==> config.mk <==
export PLATFORM = sky130hd
export DESIGN_NAME = ifgc_top
export DESIGN_NICKNAME = d
export VERILOG_FILES = /design/src/hdl/ifgc_deglitch.v /design/src/hdl/ifgc_top.v
export VERILOG_INCLUDE_DIRS = /design/src /design/src/hdl
export SDC_FILE = /design/constraint.sdc
export NUM_CORES = 1
export LEC_CHECK = 0
export ABC_AREA = 1
export BUFFER_PORTS_ARGS = -buffer_cell sky130_fd_sc_hd__buf_2
export CAP_MARGIN = 20
export CORE_ASPECT_RATIO = 1.4
export CORE_MARGIN = 8
export CORE_UTILIZATION = 59
export CTS_BUF_LIST = sky130_fd_sc_hd__clkbuf_2 sky130_fd_sc_hd__clkbuf_4 sky130_fd_sc_hd__clkbuf_8
export DETAILED_ROUTE_END_ITERATION = 10
export GPL_TIMING_DRIVEN = 0
export PLACE_DENSITY_LB_ADDON = 0.1
export SYNTH_ARGS = -nofsm -noshare
export SYNTH_HDL_FRONTEND = slang
export SYNTH_SLANG_ARGS = --single-unit
==> constraint.sdc <==
create_clock -name ref_clk -period 16.2 [get_ports ref_clk]
set_clock_uncertainty 0.1 [all_clocks]
set_input_delay 2.43 -clock ref_clk [delete_from_list [all_inputs] [get_ports ref_clk]]
set_output_delay 2.43 -clock ref_clk [all_outputs]
set_load 0.02 [all_outputs]
==> src/hdl/ifgc_defines.vh <==
// Contract
// (RL1) Supply present and chip enable high: active mode, power transfer runs.
// (RL2) Supply present, chip enable low: standby, no transfer, gate output low.
// (RL3) Without a pending fault the gate output follows the enable state.
// (RL4) Comparator output is high while its sense input exceeds the reference.
// (RL5) Rising edges use the selectable deglitch; falling edges a fixed one.
// (RL6) A filtered fault rise forces the gate output low at once.
// (RL7) Any fault starts a recovery timer; gate stays low until it expires.
// (RL8) Non-latched: after clear and expiry the gate follows enable again.
// (RL9) A new fault during recovery restarts the timer from zero.
// (RL10) Fault asserts are stretched for the sampler; recoveries are not.
// (RL11) Fault flag pulls low on sampled fault, releases on sampled recovery.
// (RL12) Each transfer cycle samples comparator state and updates the flags.
// (RL13) Latched: gate stays low until enable low and timer expired.
// (RL14) Latched: flag stays low until enable low; released once fault recovered.
// (RL15) Alarm drives the alarm flag low and never touches the gate.
// (RL16) Three channel configurations; either fault channel disables the gate.
// (RL17) Controller clears a latch by enable low, then high after fault ends.
// (RL18) Recovery hold is typically 165 us, at most 270 us.
// (RL19) Fixed falling deglitch is 4.2 to 8 us, typically 5.7 us.
// (RL20) Rising deglitch ns is max(3.55*R_kohm+153, 235), shared by all channels.
// (RL21) Alarm never latches; flag releases after a sampled alarm recovery.
// (RL22) Comparators are synchronous bits; durations are clock-derived counters.
// (RL23) Flags are open drain: pull low when asserted, output enable off otherwise.
`ifndef IFGC_DEFINES_VH
`define IFGC_DEFINES_VH

// Clock rate in MHz.
`define IFGC_CLK_MHZ 250
// Recovery hold, typical, in microseconds.
`define IFGC_REC_US 165
`define IFGC_REC_CYC (`IFGC_REC_US * `IFGC_CLK_MHZ)
// Falling deglitch, typical, in nanoseconds.
`define IFGC_FALL_NS 5700
`define IFGC_FALL_CYC ((`IFGC_FALL_NS * `IFGC_CLK_MHZ) / 1000)
// Rising deglitch constants; the slope is scaled by 100 to keep integer math.
`define IFGC_RISE_K100 355
`define IFGC_RISE_OFS_NS 153
`define IFGC_RISE_MIN_NS 235
// Back-channel sample period in cycles (one power transfer cycle).
`define IFGC_SAMPLE_CYC 1000
// Stretch of fault/alarm asserts: longer than one sample period.
`define IFGC_STRETCH_CYC (`IFGC_SAMPLE_CYC + 2)
// Channel configurations.
`define IFGC_CFG_FLT_ALM 2'h0
`define IFGC_CFG_FLT_FLT 2'h1
`define IFGC_CFG_ALM_ALM 2'h2
// Counter width for all timers.
`define IFGC_CNT_W 20
// AXI4-Lite register offsets.
`define IFGC_REG_CTRL 4'h0
`define IFGC_REG_RESPONSE_SELECT 4'h4
`define IFGC_REG_STAT 4'h8
// Control field positions and reset values.
`define IFGC_CTRL_CE 0
`define IFGC_CTRL_EN 1
`define IFGC_CTRL_RST 32'h00000000
`define IFGC_RESPONSE_SELECT_RST 32'h00000064

`endif

==> src/hdl/ifgc_deglitch.v <==
`timescale 1ns/10ps
`default_nettype none
`include "ifgc_defines.vh"

module ifgc_deglitch (
    // Clock and reset.
    input wire ref_clk,
    input wire rst_n,
    // Rising qualification length in cycles.
    input wire [`IFGC_CNT_W-1:0] rise_cyc,
    // Raw comparator and filtered output.
    input wire cmp_in,
    output reg filt_ff
);

    reg [`IFGC_CNT_W-1:0] cnt_ff;
    reg [`IFGC_CNT_W-1:0] nxt_cnt;
    reg nxt_filt;

    // An input that differs from the output must persist for the whole window.
    always @* begin
        nxt_filt = filt_ff;
        nxt_cnt = {`IFGC_CNT_W{1'b0}};
        if (cmp_in != filt_ff) begin
            nxt_cnt = cnt_ff + 1'b1;
            if (cmp_in && cnt_ff + 1'b1 >= rise_cyc) begin
                nxt_filt = 1'b1; // RL5
                nxt_cnt = {`IFGC_CNT_W{1'b0}};
            end else if (!cmp_in && cnt_ff + 1'b1 >= `IFGC_FALL_CYC) begin
                nxt_filt = 1'b0; // RL19
                nxt_cnt = {`IFGC_CNT_W{1'b0}};
            end
        end
    end

    // Glitches shorter than the window restart the count.
    always @(posedge ref_clk or negedge rst_n) begin
        if (!rst_n) begin
            filt_ff <= 1'b0;
            cnt_ff <= {`IFGC_CNT_W{1'b0}};
        end else begin
            filt_ff <= nxt_filt;
            cnt_ff <= nxt_cnt;
        end
    end

endmodule // ifgc_deglitch
`default_nettype wire

==> src/hdl/ifgc_top.v <==
// Added by the designer: the AXI4-Lite interface to the registers and the register offsets.
`timescale 1ns/10ps
`default_nettype none
`include "ifgc_defines.vh"

module ifgc_top #(
    parameter [1:0] CFG = `IFGC_CFG_FLT_ALM,
    parameter LATCHED = 0,
    parameter [`IFGC_CNT_W-1:0] REC_CYC = `IFGC_REC_CYC,
    parameter [`IFGC_CNT_W-1:0] SAMPLE_CYC = `IFGC_SAMPLE_CYC
) (
    // Clock and reset.
    input wire ref_clk,
    input wire rst_n,
    // Supply status.
    input wire primary_supply,
    // Comparator results, one per channel.
    input wire [1:0] sense_in,
    // Gate output.
    output reg gate_drive_ff,
    // Open-drain flags: channel 0 and channel 1 indicator outputs; power_ok_flag is a plain output that follows active mode.
    output wire [1:0] fault_indicator_n_o,
    output wire [1:0] fault_indicator_n_oe,
    output wire [1:0] alarm_flag_n_o,
    output wire [1:0] alarm_flag_n_oe,
    output wire power_ok_flag,
    // AXI4-Lite slave.
    input wire [3:0] s_axi_awaddr,
    input wire s_axi_awvalid,
    output wire s_axi_awready,
    input wire [31:0] s_axi_wdata,
    input wire [3:0] s_axi_wstrb,
    input wire s_axi_wvalid,
    output wire s_axi_wready,
    output reg [1:0] s_axi_bresp,
    output reg s_axi_bvalid,
    input wire s_axi_bready,
    input wire [3:0] s_axi_araddr,
    input wire s_axi_arvalid,
    output wire s_axi_arready,
    output reg [31:0] s_axi_rdata,
    output reg [1:0] s_axi_rresp,
    output reg s_axi_rvalid,
    input wire s_axi_rready
);

    // ------------------------------------------------------------------
    // Channel roles
    // ------------------------------------------------------------------

    // Decode whether a channel acts as a fault channel for this variant.
    function is_fault;
        input [1:0] cfg;
        input integer ch;
        begin
            is_fault = (cfg == `IFGC_CFG_FLT_FLT) ||
                       (cfg == `IFGC_CFG_FLT_ALM && ch == 0); // RL16
        end
    endfunction

    // ------------------------------------------------------------------
    // Register file
    // ------------------------------------------------------------------

    reg [31:0] ctrl_ff;
    reg [31:0] response_select_ff;
    reg [`IFGC_CNT_W-1:0] rise_cyc_ff;
    reg [3:0] awaddr_ff;
    reg aw_have_ff;
    reg [31:0] wdata_ff;
    reg [3:0] wstrb_ff;
    reg w_have_ff;
    wire chip_en;
    wire sw_enable;
    wire active;
    wire [31:0] stat_word;
    wire [31:0] rise_ns;
    integer b;

    // Active mode needs both the supply and chip enable.
    assign chip_en = ctrl_ff[`IFGC_CTRL_CE];
    assign sw_enable = ctrl_ff[`IFGC_CTRL_EN];
    assign active = primary_supply & chip_en; // RL1
    assign power_ok_flag = active;

    // Rising window from the response resistance in kilo-ohms.
    assign rise_ns = ((response_select_ff * `IFGC_RISE_K100) / 100 + `IFGC_RISE_OFS_NS >
                      `IFGC_RISE_MIN_NS) ?
                     (response_select_ff * `IFGC_RISE_K100) / 100 + `IFGC_RISE_OFS_NS :
                     `IFGC_RISE_MIN_NS; // RL20

    // Ready drops while a word is held or an answer waits, so nothing is overwritten.
    assign s_axi_awready = !aw_have_ff && !s_axi_bvalid;
    assign s_axi_wready = !w_have_ff && !s_axi_bvalid;
    assign s_axi_arready = !s_axi_rvalid;

    // Address and data are captured separately; the write lands when both are held.
    always @(posedge ref_clk or negedge rst_n) begin
        if (!rst_n) begin
            ctrl_ff <= `IFGC_CTRL_RST;
            response_select_ff <= `IFGC_RESPONSE_SELECT_RST;
            rise_cyc_ff <= {`IFGC_CNT_W{1'b1}};
            awaddr_ff <= 4'h0;
            aw_have_ff <= 1'b0;
            wdata_ff <= 32'h00000000;
            wstrb_ff <= 4'h0;
            w_have_ff <= 1'b0;
            s_axi_bvalid <= 1'b0;
            s_axi_bresp <= 2'h0;
        end else begin
            rise_cyc_ff <= rise_ns[`IFGC_CNT_W+1:2]; // Divide by 4 ns per cycle.
            if (s_axi_awvalid && s_axi_awready) begin
                awaddr_ff <= s_axi_awaddr;
                aw_have_ff <= 1'b1;
            end
            if (s_axi_wvalid && s_axi_wready) begin
                wdata_ff <= s_axi_wdata;
                wstrb_ff <= s_axi_wstrb;
                w_have_ff <= 1'b1;
            end
            if (aw_have_ff && w_have_ff) begin
                aw_have_ff <= 1'b0;
                w_have_ff <= 1'b0;
                s_axi_bvalid <= 1'b1;
                s_axi_bresp <= 2'h0;
                for (b = 0; b < 4; b = b + 1) begin
                    if (wstrb_ff[b] && awaddr_ff == `IFGC_REG_CTRL)
                        ctrl_ff[b*8 +: 8] <= wdata_ff[b*8 +: 8];
                    if (wstrb_ff[b] && awaddr_ff == `IFGC_REG_RESPONSE_SELECT)
                        response_select_ff[b*8 +: 8] <= wdata_ff[b*8 +: 8];
                end
                if (awaddr_ff != `IFGC_REG_CTRL && awaddr_ff != `IFGC_REG_RESPONSE_SELECT)
                    s_axi_bresp <= 2'h2;
            end else if (s_axi_bvalid && s_axi_bready) begin
                s_axi_bvalid <= 1'b0;
            end
        end
    end

    // Reads answer one cycle after the address is taken; unmapped gives SLVERR.
    always @(posedge ref_clk or negedge rst_n) begin
        if (!rst_n) begin
            s_axi_rvalid <= 1'b0;
            s_axi_rdata <= 32'h00000000;
            s_axi_rresp <= 2'h0;
        end else if (s_axi_arvalid && s_axi_arready) begin
            s_axi_rvalid <= 1'b1;
            s_axi_rresp <= 2'h0;
            case (s_axi_araddr)
                `IFGC_REG_CTRL: s_axi_rdata <= ctrl_ff;
                `IFGC_REG_RESPONSE_SELECT: s_axi_rdata <= response_select_ff;
                `IFGC_REG_STAT: s_axi_rdata <= stat_word;
                default: begin
                    s_axi_rdata <= 32'h00000000;
                    s_axi_rresp <= 2'h2;
                end
            endcase
        end else if (s_axi_rvalid && s_axi_rready) begin
            s_axi_rvalid <= 1'b0;
        end
    end

    // ------------------------------------------------------------------
    // Comparator channels
    // ------------------------------------------------------------------

    wire [1:0] filt;
    wire [1:0] fault_rise;
    wire [1:0] stretched;
    // Stretch length as a sized word; it outlasts the default sample period.
    localparam [31:0] STRETCH_W = `IFGC_STRETCH_CYC;

    genvar g;
    generate
        for (g = 0; g < 2; g = g + 1) begin : g_ch
            // Per-channel state keeps each register driven from one process.
            reg filt_d_ff;
            reg [`IFGC_CNT_W-1:0] stretch_ff;

            // Each comparator bit is already high while the input exceeds the reference.
            ifgc_deglitch u_dg (
                .ref_clk(ref_clk),
                .rst_n(rst_n),
                .rise_cyc(rise_cyc_ff),
                .cmp_in(sense_in[g] & active), // RL4 RL22
                .filt_ff(filt[g])
            );

            // A fault rise is the first cycle of a filtered high on a fault channel.
            assign fault_rise[g] = filt[g] & ~filt_d_ff & is_fault(CFG, g);

            // Asserts are held beyond a sample period so the sampler never misses one.
            always @(posedge ref_clk or negedge rst_n) begin
                if (!rst_n) begin
                    filt_d_ff <= 1'b0;
                    stretch_ff <= {`IFGC_CNT_W{1'b0}};
                end else begin
                    filt_d_ff <= filt[g];
                    if (filt[g] & ~filt_d_ff)
                        stretch_ff <= STRETCH_W[`IFGC_CNT_W-1:0]; // RL10
                    else if (stretch_ff != 0)
                        stretch_ff <= stretch_ff - 1'b1;
                end
            end
            assign stretched[g] = filt[g] | (stretch_ff != 0);
        end
    endgenerate

    // ------------------------------------------------------------------
    // Recovery timer and latch
    // ------------------------------------------------------------------

    reg [`IFGC_CNT_W-1:0] rec_ff;
    reg latch_ff;
    wire any_fault;
    wire any_rise;
    wire rec_run;

    // Alarm channels are left out here, so an alarm never touches the gate.
    assign any_fault = (filt[0] & is_fault(CFG, 0)) | (filt[1] & is_fault(CFG, 1));
    assign any_rise = |fault_rise;
    assign rec_run = (rec_ff != 0);

    // The timer holds full while the fault stands and runs down once it clears.
    // Reloading on every fault cycle means a fault that returns during recovery
    // restarts the hold from its full length.
    always @(posedge ref_clk or negedge rst_n) begin
        if (!rst_n) begin
            rec_ff <= {`IFGC_CNT_W{1'b0}};
            latch_ff <= 1'b0;
        end else begin
            if (any_rise || any_fault)
                rec_ff <= REC_CYC; // RL7 RL9 RL18
            else if (rec_run)
                rec_ff <= rec_ff - 1'b1;
            // A fault rise in a cycle with enable low wins over the clear.
            if (LATCHED != 0 && any_rise)
                latch_ff <= 1'b1; // RL13
            else if (!sw_enable)
                latch_ff <= 1'b0; // RL17
        end
    end

    // Gate follows enable only with no fault, no recovery hold and no latch.
    // A cleared latch still waits for the timer, so a quick enable toggle
    // cannot turn the switch back on early.
    always @(posedge ref_clk or negedge rst_n) begin
        if (!rst_n)
            gate_drive_ff <= 1'b0;
        else if (!active)
            gate_drive_ff <= 1'b0; // RL2
        else if (any_rise || any_fault || rec_run || latch_ff)
            gate_drive_ff <= 1'b0; // RL6 RL8 RL13
        else
            gate_drive_ff <= sw_enable; // RL3
    end

    // ------------------------------------------------------------------
    // Back-channel sampling and flags
    // ------------------------------------------------------------------

    reg [`IFGC_CNT_W-1:0] smp_cnt_ff;
    reg [1:0] flag_ff;
    reg [1:0] flt_held_ff;
    wire smp_tick;
    integer c;

    assign smp_tick = (smp_cnt_ff == SAMPLE_CYC - 1'b1);

    // One sample per power transfer cycle; stopped in standby.
    // Flags change only at a tick, so a recovery shorter than one sample period
    // may go unseen, while stretched asserts never do.
    always @(posedge ref_clk or negedge rst_n) begin
        if (!rst_n) begin
            smp_cnt_ff <= {`IFGC_CNT_W{1'b0}};
            flag_ff <= 2'h0;
            flt_held_ff <= 2'h0;
        end else begin
            smp_cnt_ff <= (smp_tick || !active) ? {`IFGC_CNT_W{1'b0}} :
                          smp_cnt_ff + 1'b1;
            for (c = 0; c < 2; c = c + 1) begin
                if (LATCHED != 0 && fault_rise[c])
                    flt_held_ff[c] <= 1'b1; // RL14
                else if (!sw_enable && !filt[c])
                    flt_held_ff[c] <= 1'b0; // RL14
                if (smp_tick)
                    flag_ff[c] <= stretched[c] | flt_held_ff[c]; // RL11 RL12 RL15 RL21
            end
        end
    end

    // Status for software: latch, recovery running, flags and filtered bits.
    assign stat_word = {26'h0, latch_ff, rec_run, flag_ff, filt};

    // Open-drain drive: output is always zero, enable pulls the wire low.
    assign fault_indicator_n_o = 2'h0;
    assign alarm_flag_n_o = 2'h0;
    assign fault_indicator_n_oe[0] = flag_ff[0] & is_fault(CFG, 0); // RL23
    assign fault_indicator_n_oe[1] = flag_ff[1] & is_fault(CFG, 1); // RL23
    assign alarm_flag_n_oe[0] = flag_ff[0] & ~is_fault(CFG, 0); // RL15 RL23
    assign alarm_flag_n_oe[1] = flag_ff[1] & ~is_fault(CFG, 1); // RL23

endmodule // ifgc_top
`default_nettype wire

==> Word-level counts from Yosys, hierarchy flattened <==
Cells that the tools add are included.
{ "classes": {"mul": 1, "n_mux": 31, "bitwise": 9, "order_cmp": 5, "eq_ne": 7, "shifts": 0, "n_reduce_logical": 57, "add_sub_neg": 9, "div_mod_pow": 1} }
{ "op_table": {"columns": ["operator", "n"], "rows": [
  ["20-bit two-way mux", 13],
  ["32-bit one-hot mux with 3 select lines", 1],
  ["32-bit by 11-bit greater-or-equal comparator with 1-bit output, second input constant", 2],
  ["20-bit by 1-bit adder with 20-bit output, second input constant", 3],
  ["20-bit nonzero test", 3],
  ["20-bit by 1-bit subtractor with 20-bit output, second input constant", 3],
  ["20-bit by 1-bit adder with 21-bit output, second input constant", 2],
  ["20-bit greater-or-equal comparator", 2],
  ["32-bit by 8-bit adder with 32-bit output, second input constant", 1],
  ["32-bit by 7-bit divider with 32-bit output, second input constant", 1],
  ["32-bit by 8-bit > comparator with 1-bit output, second input constant", 1],
  ["32-bit by 9-bit multiplier with 32-bit output, second input constant", 1],
  ["22-bit two-way mux", 1],
  ["1-bit logical AND", 21],
  ["20-bit by 10-bit equality test with 1-bit output, second input constant", 1],
  ["2-bit AND reduction", 10],
  ["2-bit nonzero test", 9],
  ["1-bit two-way mux", 14],
  ["4-bit by 3-bit equality test with 1-bit output, second input constant", 2],
  ["4-bit zero test", 2],
  ["1-bit zero test", 7],
  ["1-bit bitwise AND", 5],
  ["4-bit equality test, second input constant", 1],
  ["2-bit two-way mux", 2],
  ["other kinds (7)", 12]
]} }
{ "word_totals": {"latchBits": 0, "rom_bits": 0, "mem_bits_rw": 0, "elab_cells": 151, "regBits": 291, "out_inout_bits": 51, "n_memories": 0} }

==> Depth between registers and ports, before layout <==
Gate-level depths: netlist of the first run.
{ "depth": {"word_depth": 7, "mapped_depth": 162, "mapped_depth_nobuf": 161} }

==> By module <==
Synthesis of the first run repeated with hierarchy kept, for this count alone.
{ "unflattened": {"hier_cells": 3522, "area_unflattened_um2": 25904.8} }
{ "by_module_without_submodules": {"columns": ["mod", "instances", "cells_per_inst", "seq_area_each_um2", "area_each_um2"], "rows": [
  ["ifgc_top", 1, 2906, 6209.7, 21868.5],
  ["ifgc_deglitch", 2, 308, 525.5, 2018.2]
]} }

==> Least setup slack after synthesis of the first run <==
OpenSTA, ideal clock, no wires.
{ "synth_timing": {"path_kind": "register to register", "from": "reg response_select_ff[5]", "to": "reg rise_cyc_ff[0]", "required_time_ns": 16.025, "slack_ns": 0.845, "stages_incl_launch_ff": 135, "path_buffers": 1, "arrival_time_ns": 15.179, "period_less_slack_ns": 15.355, "setup_time_ns": 0.075, "path_cell_list": "dfstp_2 -> ha_1 -> fa_1 -> fa_1 -> inv_1 -> fa_1 -> inv_1 -> ha_1 -> nand2_1 -> inv_1 -> a21oi_2 -> nand3_2 -> nand2_1 -> nand3b_1 -> nand2_1 -> nand2_1 -> o21ai_2 -> nand3_2 -> (+99 left out) -> nand2_2 -> nand2_2 -> buf_6 -> nand2_2 -> nand2_4 -> nor2_4 -> nand2_4 -> nand2_4 -> nand2_4 -> nand3_2 -> o21ai_2 -> nand2_1 -> xor2_1 -> nand2_4 -> nor2_1 -> nand3_2 -> nor2_2 -> nor2_1"} }
{ "synth_via": {"elab_chain_len": 5} }
{ "synth_lines": {"columns": ["item", "line", "rtl"], "rows": [
  ["from (decl)", "ifgc_top.v:66", "reg [31:0] response_select_ff;"],
  ["from (signal assigned)", "ifgc_top.v:101", "response_select_ff <= `IFGC_RESPONSE_SELECT_RST;"],
  ["from (signal, indexed assignment)", "ifgc_top.v:130", "response_select_ff[b*8 +: 8] <= wdata_ff[b*8 +: 8];"],
  ["32-bit by 9-bit multiplier with 32-bit output (no source line) *", null, null],
  ["32-bit by 7-bit divider with 32-bit output *", "ifgc_top.v:87, ifgc_top.v:89", null],
  ["32-bit by 8-bit adder with 32-bit output (no source line) *", null, null],
  ["32-bit by 8-bit > comparator with 1-bit output (no source line)", null, null],
  ["22-bit two-way mux (no source line) *", null, null],
  ["named net rise_ns[2]", "ifgc_top.v:77", "wire [31:0] rise_ns;"],
  ["to (signal assigned)", "ifgc_top.v:102", "rise_cyc_ff <= {`IFGC_CNT_W{1'b1}};"],
  ["to (signal assigned)", "ifgc_top.v:111", "rise_cyc_ff <= rise_ns[`IFGC_CNT_W+1:2];"],
  ["to (decl)", "ifgc_top.v:67", "reg [`IFGC_CNT_W-1:0] rise_cyc_ff;"]
]} }
Mark *: on every way through the listed nets, which the timed path passes. The rest lies on a longest branch.
A chain may end at the register's enable or synchronous reset.

==> Final worst setup path of the first run <==
Ends and elaborated chain as after synthesis.

==> results.cfg, run 1 <==
[cts]
cts_tree = done
cts_root_buf = clkbuf_8
htree_levels = 2
clkSinkCount = 289
cts_buffer_depth = 3
numCtsBuffers = 46
hold_buffers = 0
clk_pin_slew_ns = 0.07
worstSkewPairLatency_ns = 0.63

[place]
place_inst = 3925
port_buffers = 96
dp_hpwl_mm = 48.46
gp_congestion = 0.9145

[global_route]
grt_pass1_vias = 22740
grt_max_degree = 128
grt_antenna_before_repair = 3
grt_overflow_total = 0
grt_pass1_wl_mm = 104.8
gr-usage-all-layers = 0.2563

[sta]
timing.fmax_mhz = 59.30
setup_slack_ns = -0.6627
finalSetupViolCount = 19
finalCritPeriodShare = 1.041
maxSlewViolCount = 0
worst_pin_slew_ns = 1.075
rsz0062_at_grt = yes
finalHoldViolations = 0
fin_crit_ns = 16.86
relSlewSlack = 0.2766

[critical_path]
cp_data_arrival_time_ns = 17.29
critPathCapture = rise_cyc_ff[0]
slowest_delay_ns = 0.58
crit_start = response_select_ff[5]
r2r_cells = 135
critPathRequiredTime_ns = 16.63
critPathSlowestCell = dfstp_2
ff2ff_setup_slack_ns = -0.66
worst-path-max-fanout = 8
worst_setup_path_start_kind = register
endpoint_kind = register
reg2reg_to = rise_cyc_ff[0]
cpMostUsedCell = nand2_4
reg2reg_from = response_select_ff[5]
worstSetupPathType = reg -> reg

[synth]
synth_common_cells = 643 x nand2_1, 582 x inv_1, 311 x nor2_1, 266 x dfrtp_1, 210 x nand3_1
synth-seq-area-share = 0.2947
yosys.area.top_type_share = 0.2702
synth_top_area_cell = dfrtp_1
synth_cell_type_count = 69
synth-edff-count = 0
synth_cells = 3280
async_flop_share = 1.000
syn_area_sq_um = 24640
synth.ff_latch_count = 289
yosysMostFrequentCell = nand2_1
yosys_warnings = 0
synth.avg_cell_area_sq_um = 7.511
synth_area_leaders = dfrtp_1 27%, nand2_1 9.8%, inv_1 8.9%
ys.flop_type = dfrtp_1

[min_path]
hold_depth = 0
hold_class = reg -> reg

[cells_and_area]
nets = 3856
instances_no_fill = 4147
syn_to_final_growth_pct = 20.48
drive_gt1_frac = 0.2603

[route]
wirelength_mm = 64.11
viasPerCell = 5.381
ant_nets = 0
vias = 22320
dr.pass1.iters = 8
drc = 0
dr.first_iter.drc_count = 1237
routedWlPerCell_microns = 15.46

[die]
rows = 88
io_pins = 105
core_sq_um = 41180
chipHeight_microns = 257.8
initial_core_util = 0.5983
die_w_microns = 188.7
die_area_sq_um = 48640

[flow_run]
maxCapViolCount = 0

[run_status]
violations = setup timing
outcome = finished with violations
==> repair_timing <==
| item | CTS | global route |
|---|---|---|
| hold endpoints to repair | 0 | 0 |
| buffers inserted | 107 | 25 |
| gates cloned | 1 | 0 |
| pin swaps | 142 | 102 |
| setup endpoints to repair | 20 | 20 |
| resized for setup | 242 | 121 |
==> placed cells by master, fill, tap and decap left out, drive strengths merged, types with 3 or more instances in the layout <==
cell / instances
o21bai: 6
ha: 164
nor3b: 7
buf: 241
xnor2: 20
xor2: 58
a211oi: 4
a21o: 5
clkinv: 23
dfstp: 23
and3: 5
dfrtp: 266
a41oi: 3
nand2: 837
clkbuf: 102
a21oi: 140
nor4: 18
diode: 4
nand4: 75
nor2: 353
o22ai: 33
nand3: 242
inv: 623
nor3: 64
mux2: 35
conb: 8
o211ai: 6
nand3b: 9
o21ai: 129
fa: 72
bufinv: 5
o21a: 3
a31oi: 10
==> registers in the layout, summed over array words and instances (netlist names), 4 cells and up <==
register,cells
awaddr_ff,4
ctrl_ff,32
g_ch.stretch_ff,40
g_ch.u_dg.cnt_ff,40
rec_ff,20
response_select_ff,32
rise_cyc_ff,20
s_axi_rdata,32
smp_cnt_ff,20
wdata_ff,32
wstrb_ff,4
==> worst min-delay path by stage <==
stage	slack, ns	endpoint	from
2_1_floorplan	0.25	g_ch[0].filt_d_ff	g_ch[0].u_dg.filt_ff
3_3_place_gp	0.27	g_ch[0].filt_d_ff	g_ch[0].u_dg.filt_ff
3_5_place_dp	0.27	g_ch[0].filt_d_ff	g_ch[0].u_dg.filt_ff
4_1_cts	0.29	g_ch[0].filt_d_ff	g_ch[0].u_dg.filt_ff
5_1_grt	0.29	g_ch[0].filt_d_ff	g_ch[0].u_dg.filt_ff
6_report	0.29	g_ch[0].filt_d_ff	g_ch[0].u_dg.filt_ff
==> worst max-delay path: cells and delay by family, from the launching register on <==
kind,cells,cell delay [ns]
compound gates,6,1.10
xor+xnor,1,0.17
fa+ha+maj,5,2.08
buf+inv,15,1.61
flops,1,0.58
simple gates,108,11.06
==> final cells by class <==
class                           instances  area [sq um]
Multi-Input combinational cell       2320         16420
Fill cell                            3302         11500
Sequential cell                       289          7283
Inverter                              635          2464
Timing Repair Buffer                  230          1584
Clock buffer                           69         849.6
Tap cell                              540         675.6
Buffer                                 44         206.4
Clock inverter                         16         187.7
Antenna cell                            4         10.01
==> per-stage QoR <==
step                      utilization  worst slack, ns  cell area, sq um  hold WS, ns  setup TNS, ns
after floorplan                     -           0.8452             24660       0.2519              0
after global placement         0.6270           -1.482             25820       0.2726         -20.19
after detailed placement       0.6286           -2.008             25880       0.2709         -30.78
after CTS                      0.7030          -0.3066             28950       0.2883         -1.547
after global routing           0.7207           -1.786             29680       0.2924         -27.42
final                          0.7208          -0.6627             29680       0.2889         -5.543
==> per-layer routing <==
metal,vias to the layer above,global-route usage,wire (microns)
met5,-,0,0
met4,0,0.1057,2270
met3,148,0.02819,2245
met2,495,0.5007,35470
met1,10670,0.2731,24130
li1,11010,-,-
==> cell families (layout without fill, tap and decap cells) <==
group / after synthesis / after routing / synth area share
xor+xnor: 78 / 78 / 0.02834
buf+inv: 679 / 994 / 0.1076
compound gates: 349 / 349 / 0.08070
simple gates: 1613 / 1614 / 0.3307
fa+ha+maj: 236 / 236 / 0.1418
other cells: 1 / 12 / 0.0001522
flops: 289 / 289 / 0.2947
mux: 35 / 35 / 0.01600
Power of run 1 is left out: the tool's default activity adds up to more than one toggle a clock period on the data nets, which glitch-free logic cannot reach.
==> run 2: changes to the inputs <==
- REMOVE_ABC_BUFFERS: default -> 1
==> run 2 against run 1 <==
Against the previous run: the flow still finishes with violations (setup timing); highest routed layer unchanged; sequential cell count did not move; utilization rose by 1.8 points; count of clock-buffer cells in the layout rose by 1; die area did not move; register-to-register slack got worse by 0.33 ns; worst hold slack improved by 0.077 ns; non-clock buffer count rose by 1; first-iteration DRC count fell by 4.3%; wire length rose by 4.0%; fmax fell by 1.9%; global-route usage rose by 0.57 points; final cell count fell by 0.12%.
==> results.cfg, run 2 (synthesized netlist as in run 1, its figures left out) <==
[cts]
hold_buffers = 0
clk_pin_slew_ns = 0.07
clkSinkCount = 289
htree_levels = 2
cts_buffer_depth = 3
cts_tree = done
cts_root_buf = clkbuf_8
worstSkewPairLatency_ns = 0.61
numCtsBuffers = 45

[cells_and_area]
syn_to_final_growth_pct = 23.45
instances_no_fill = 4142
nFillCells = 3066
largestRegisters = g_ch.stretch_ff: 40 flops, g_ch.u_dg.cnt_ff: 40 flops
most-common-layout-cells = 563 x inv_1, 545 x nand2_1, 287 x nor2_1
drive_gt1_frac = 0.2886
final_common_cell = inv_1
nets = 3855
finalInstanceArea_sq_um = 30410

[min_path]
hold_depth = 1
hold_class = reg -> reg
hp-start = smp_cnt_ff[0]
min_to = smp_cnt_ff[0]

[sta]
finalHoldViolations = 0
rsz0062_at_grt = yes
whs_ns = 0.3664
timing.fmax_mhz = 58.17
finalSetupViolCount = 20
maxSlewViolCount = 0
fin_crit_ns = 17.19
relSlewSlack = 0.3199
finalCritPeriodShare = 1.061
worst_pin_slew_ns = 1.016
setup_slack_ns = -0.9920

[flow_run]
maxCapViolCount = 0

[critical_path]
reg2reg_to = rise_cyc_ff[0]
r2r_cells = 136
worst-path-max-fanout = 8
critPathRequiredTime_ns = 16.63
worstSetupPathType = reg -> reg
reg2reg_from = response_select_ff[5]
worst_setup_path_start_kind = register
slowest_delay_ns = 0.63
cpMostUsedCell = nand2_4
endpoint_kind = register
cp_data_arrival_time_ns = 17.62
critPathSlowestCell = dfstp_2
ff2ff_setup_slack_ns = -0.99

[route]
wirelength_mm = 66.65
vias = 22620
viasPerCell = 5.462
ant_nets = 0
dr.pass1.iters = 6
dr.first_iter.drc_count = 1184
routedWlPerCell_microns = 16.09
drc = 0

[global_route]
grt-busiest-layer = met2
gr-usage-all-layers = 0.2620
met3_usage = 0.02725
grt_use_met2 = 0.5137
grt_overflow_total = 0
grt_pass1_wl_mm = 108.1
grt_max_degree = 113
use_met1 = 0.2788
grt_antenna_before_repair = 1
grt_pass1_vias = 23240

[die]
die_w_microns = 188.7
initial_core_util = 0.5983
die_area_sq_um = 48640
chipHeight_microns = 257.8
core_sq_um = 41180
io_pins = 105
rows = 88

[place]
gp_congestion = 0.9002
port_buffers = 96
dpl_cell_area_sq_um = 25790
place_inst = 3885
dp_hpwl_mm = 47.13

[run_status]
outcome = finished with violations
violations = setup timing
-- run 2: changes by cell type in the layout (fill, tap and decap cells not counted), sizes merged --
cell and delta:
buf +34, clkbuf -32, clkinv -3, bufinv -2, diode -2, inv +1, nand3 -1
-- run 2: cell type report --
type / instances / area (sq um) / share of cell area
Antenna cell: 2 / 5.005 / 0.0001646
Clock buffer: 70 / 882.1 / 0.02900
Clock inverter: 12 / 125.1 / 0.004114
Inverter: 635 / 2480 / 0.08154
Multi-Input combinational cell: 2319 / 16890 / 0.5554
Sequential cell: 289 / 7283 / 0.2395
Tap cell: 540 / 675.6 / 0.02222
Timing Repair Buffer: 275 / 2072 / 0.06813
-- run 2: worst max path at each step --
| stage | start | end | depth (start not counted) |
|---|---|---|---|
| 2_1_floorplan | response_select_ff[5] | rise_cyc_ff[0] | 133 |
| 5_1_grt | response_select_ff[6] | rise_cyc_ff[0] | 144 |
| 6_report | response_select_ff[5] | rise_cyc_ff[0] | 136 |
| 4_1_cts | response_select_ff[3] | rise_cyc_ff[0] | 144 |
| 3_3_place_gp | response_select_ff[5] | rise_cyc_ff[0] | 139 |
| 3_5_place_dp | response_select_ff[5] | rise_cyc_ff[0] | 139 |
-- run 2: layer usage --
metal / wire length [microns] / vias up
li1: - / 11010
met1: 24280 / 10870
met2: 37040 / 538
met3: 2301 / 207
met4: 3030 / 0
met5: 0 / -
-- run 2: what timing repair did --
item / 4_1_cts / 5_1_grt
setup buffers: 141 / 32
setup endpoints to repair: 20 / 20
pin swaps: 216 / 104
gates resized for setup: 363 / 124
-- run 2: critical path, delay by kind of cell, from the launching register on --
kind | cells | cell delay, ns
and+or+nand+nor | 101 | 10.33
adders and majority gates | 5 | 1.98
buffers and inverters | 18 | 1.88
AOI/OAI and AO/OA | 11 | 1.86
DFF | 1 | 0.63
xor gates and xnor gates | 1 | 0.18
-- run 2: metrics by stage --
stage               setup slack (ns)  TNS (ns)  utilization
finish                       -0.9920    -12.22       0.7385
global route                  -1.951    -30.40       0.7385
CTS                          -0.2414    -1.109       0.7193
detailed placement            -2.132    -32.64       0.6263
global placement              -1.684    -23.93       0.6221
floorplan                     0.6963         0            -
Power of run 2 is left out for the same reason.
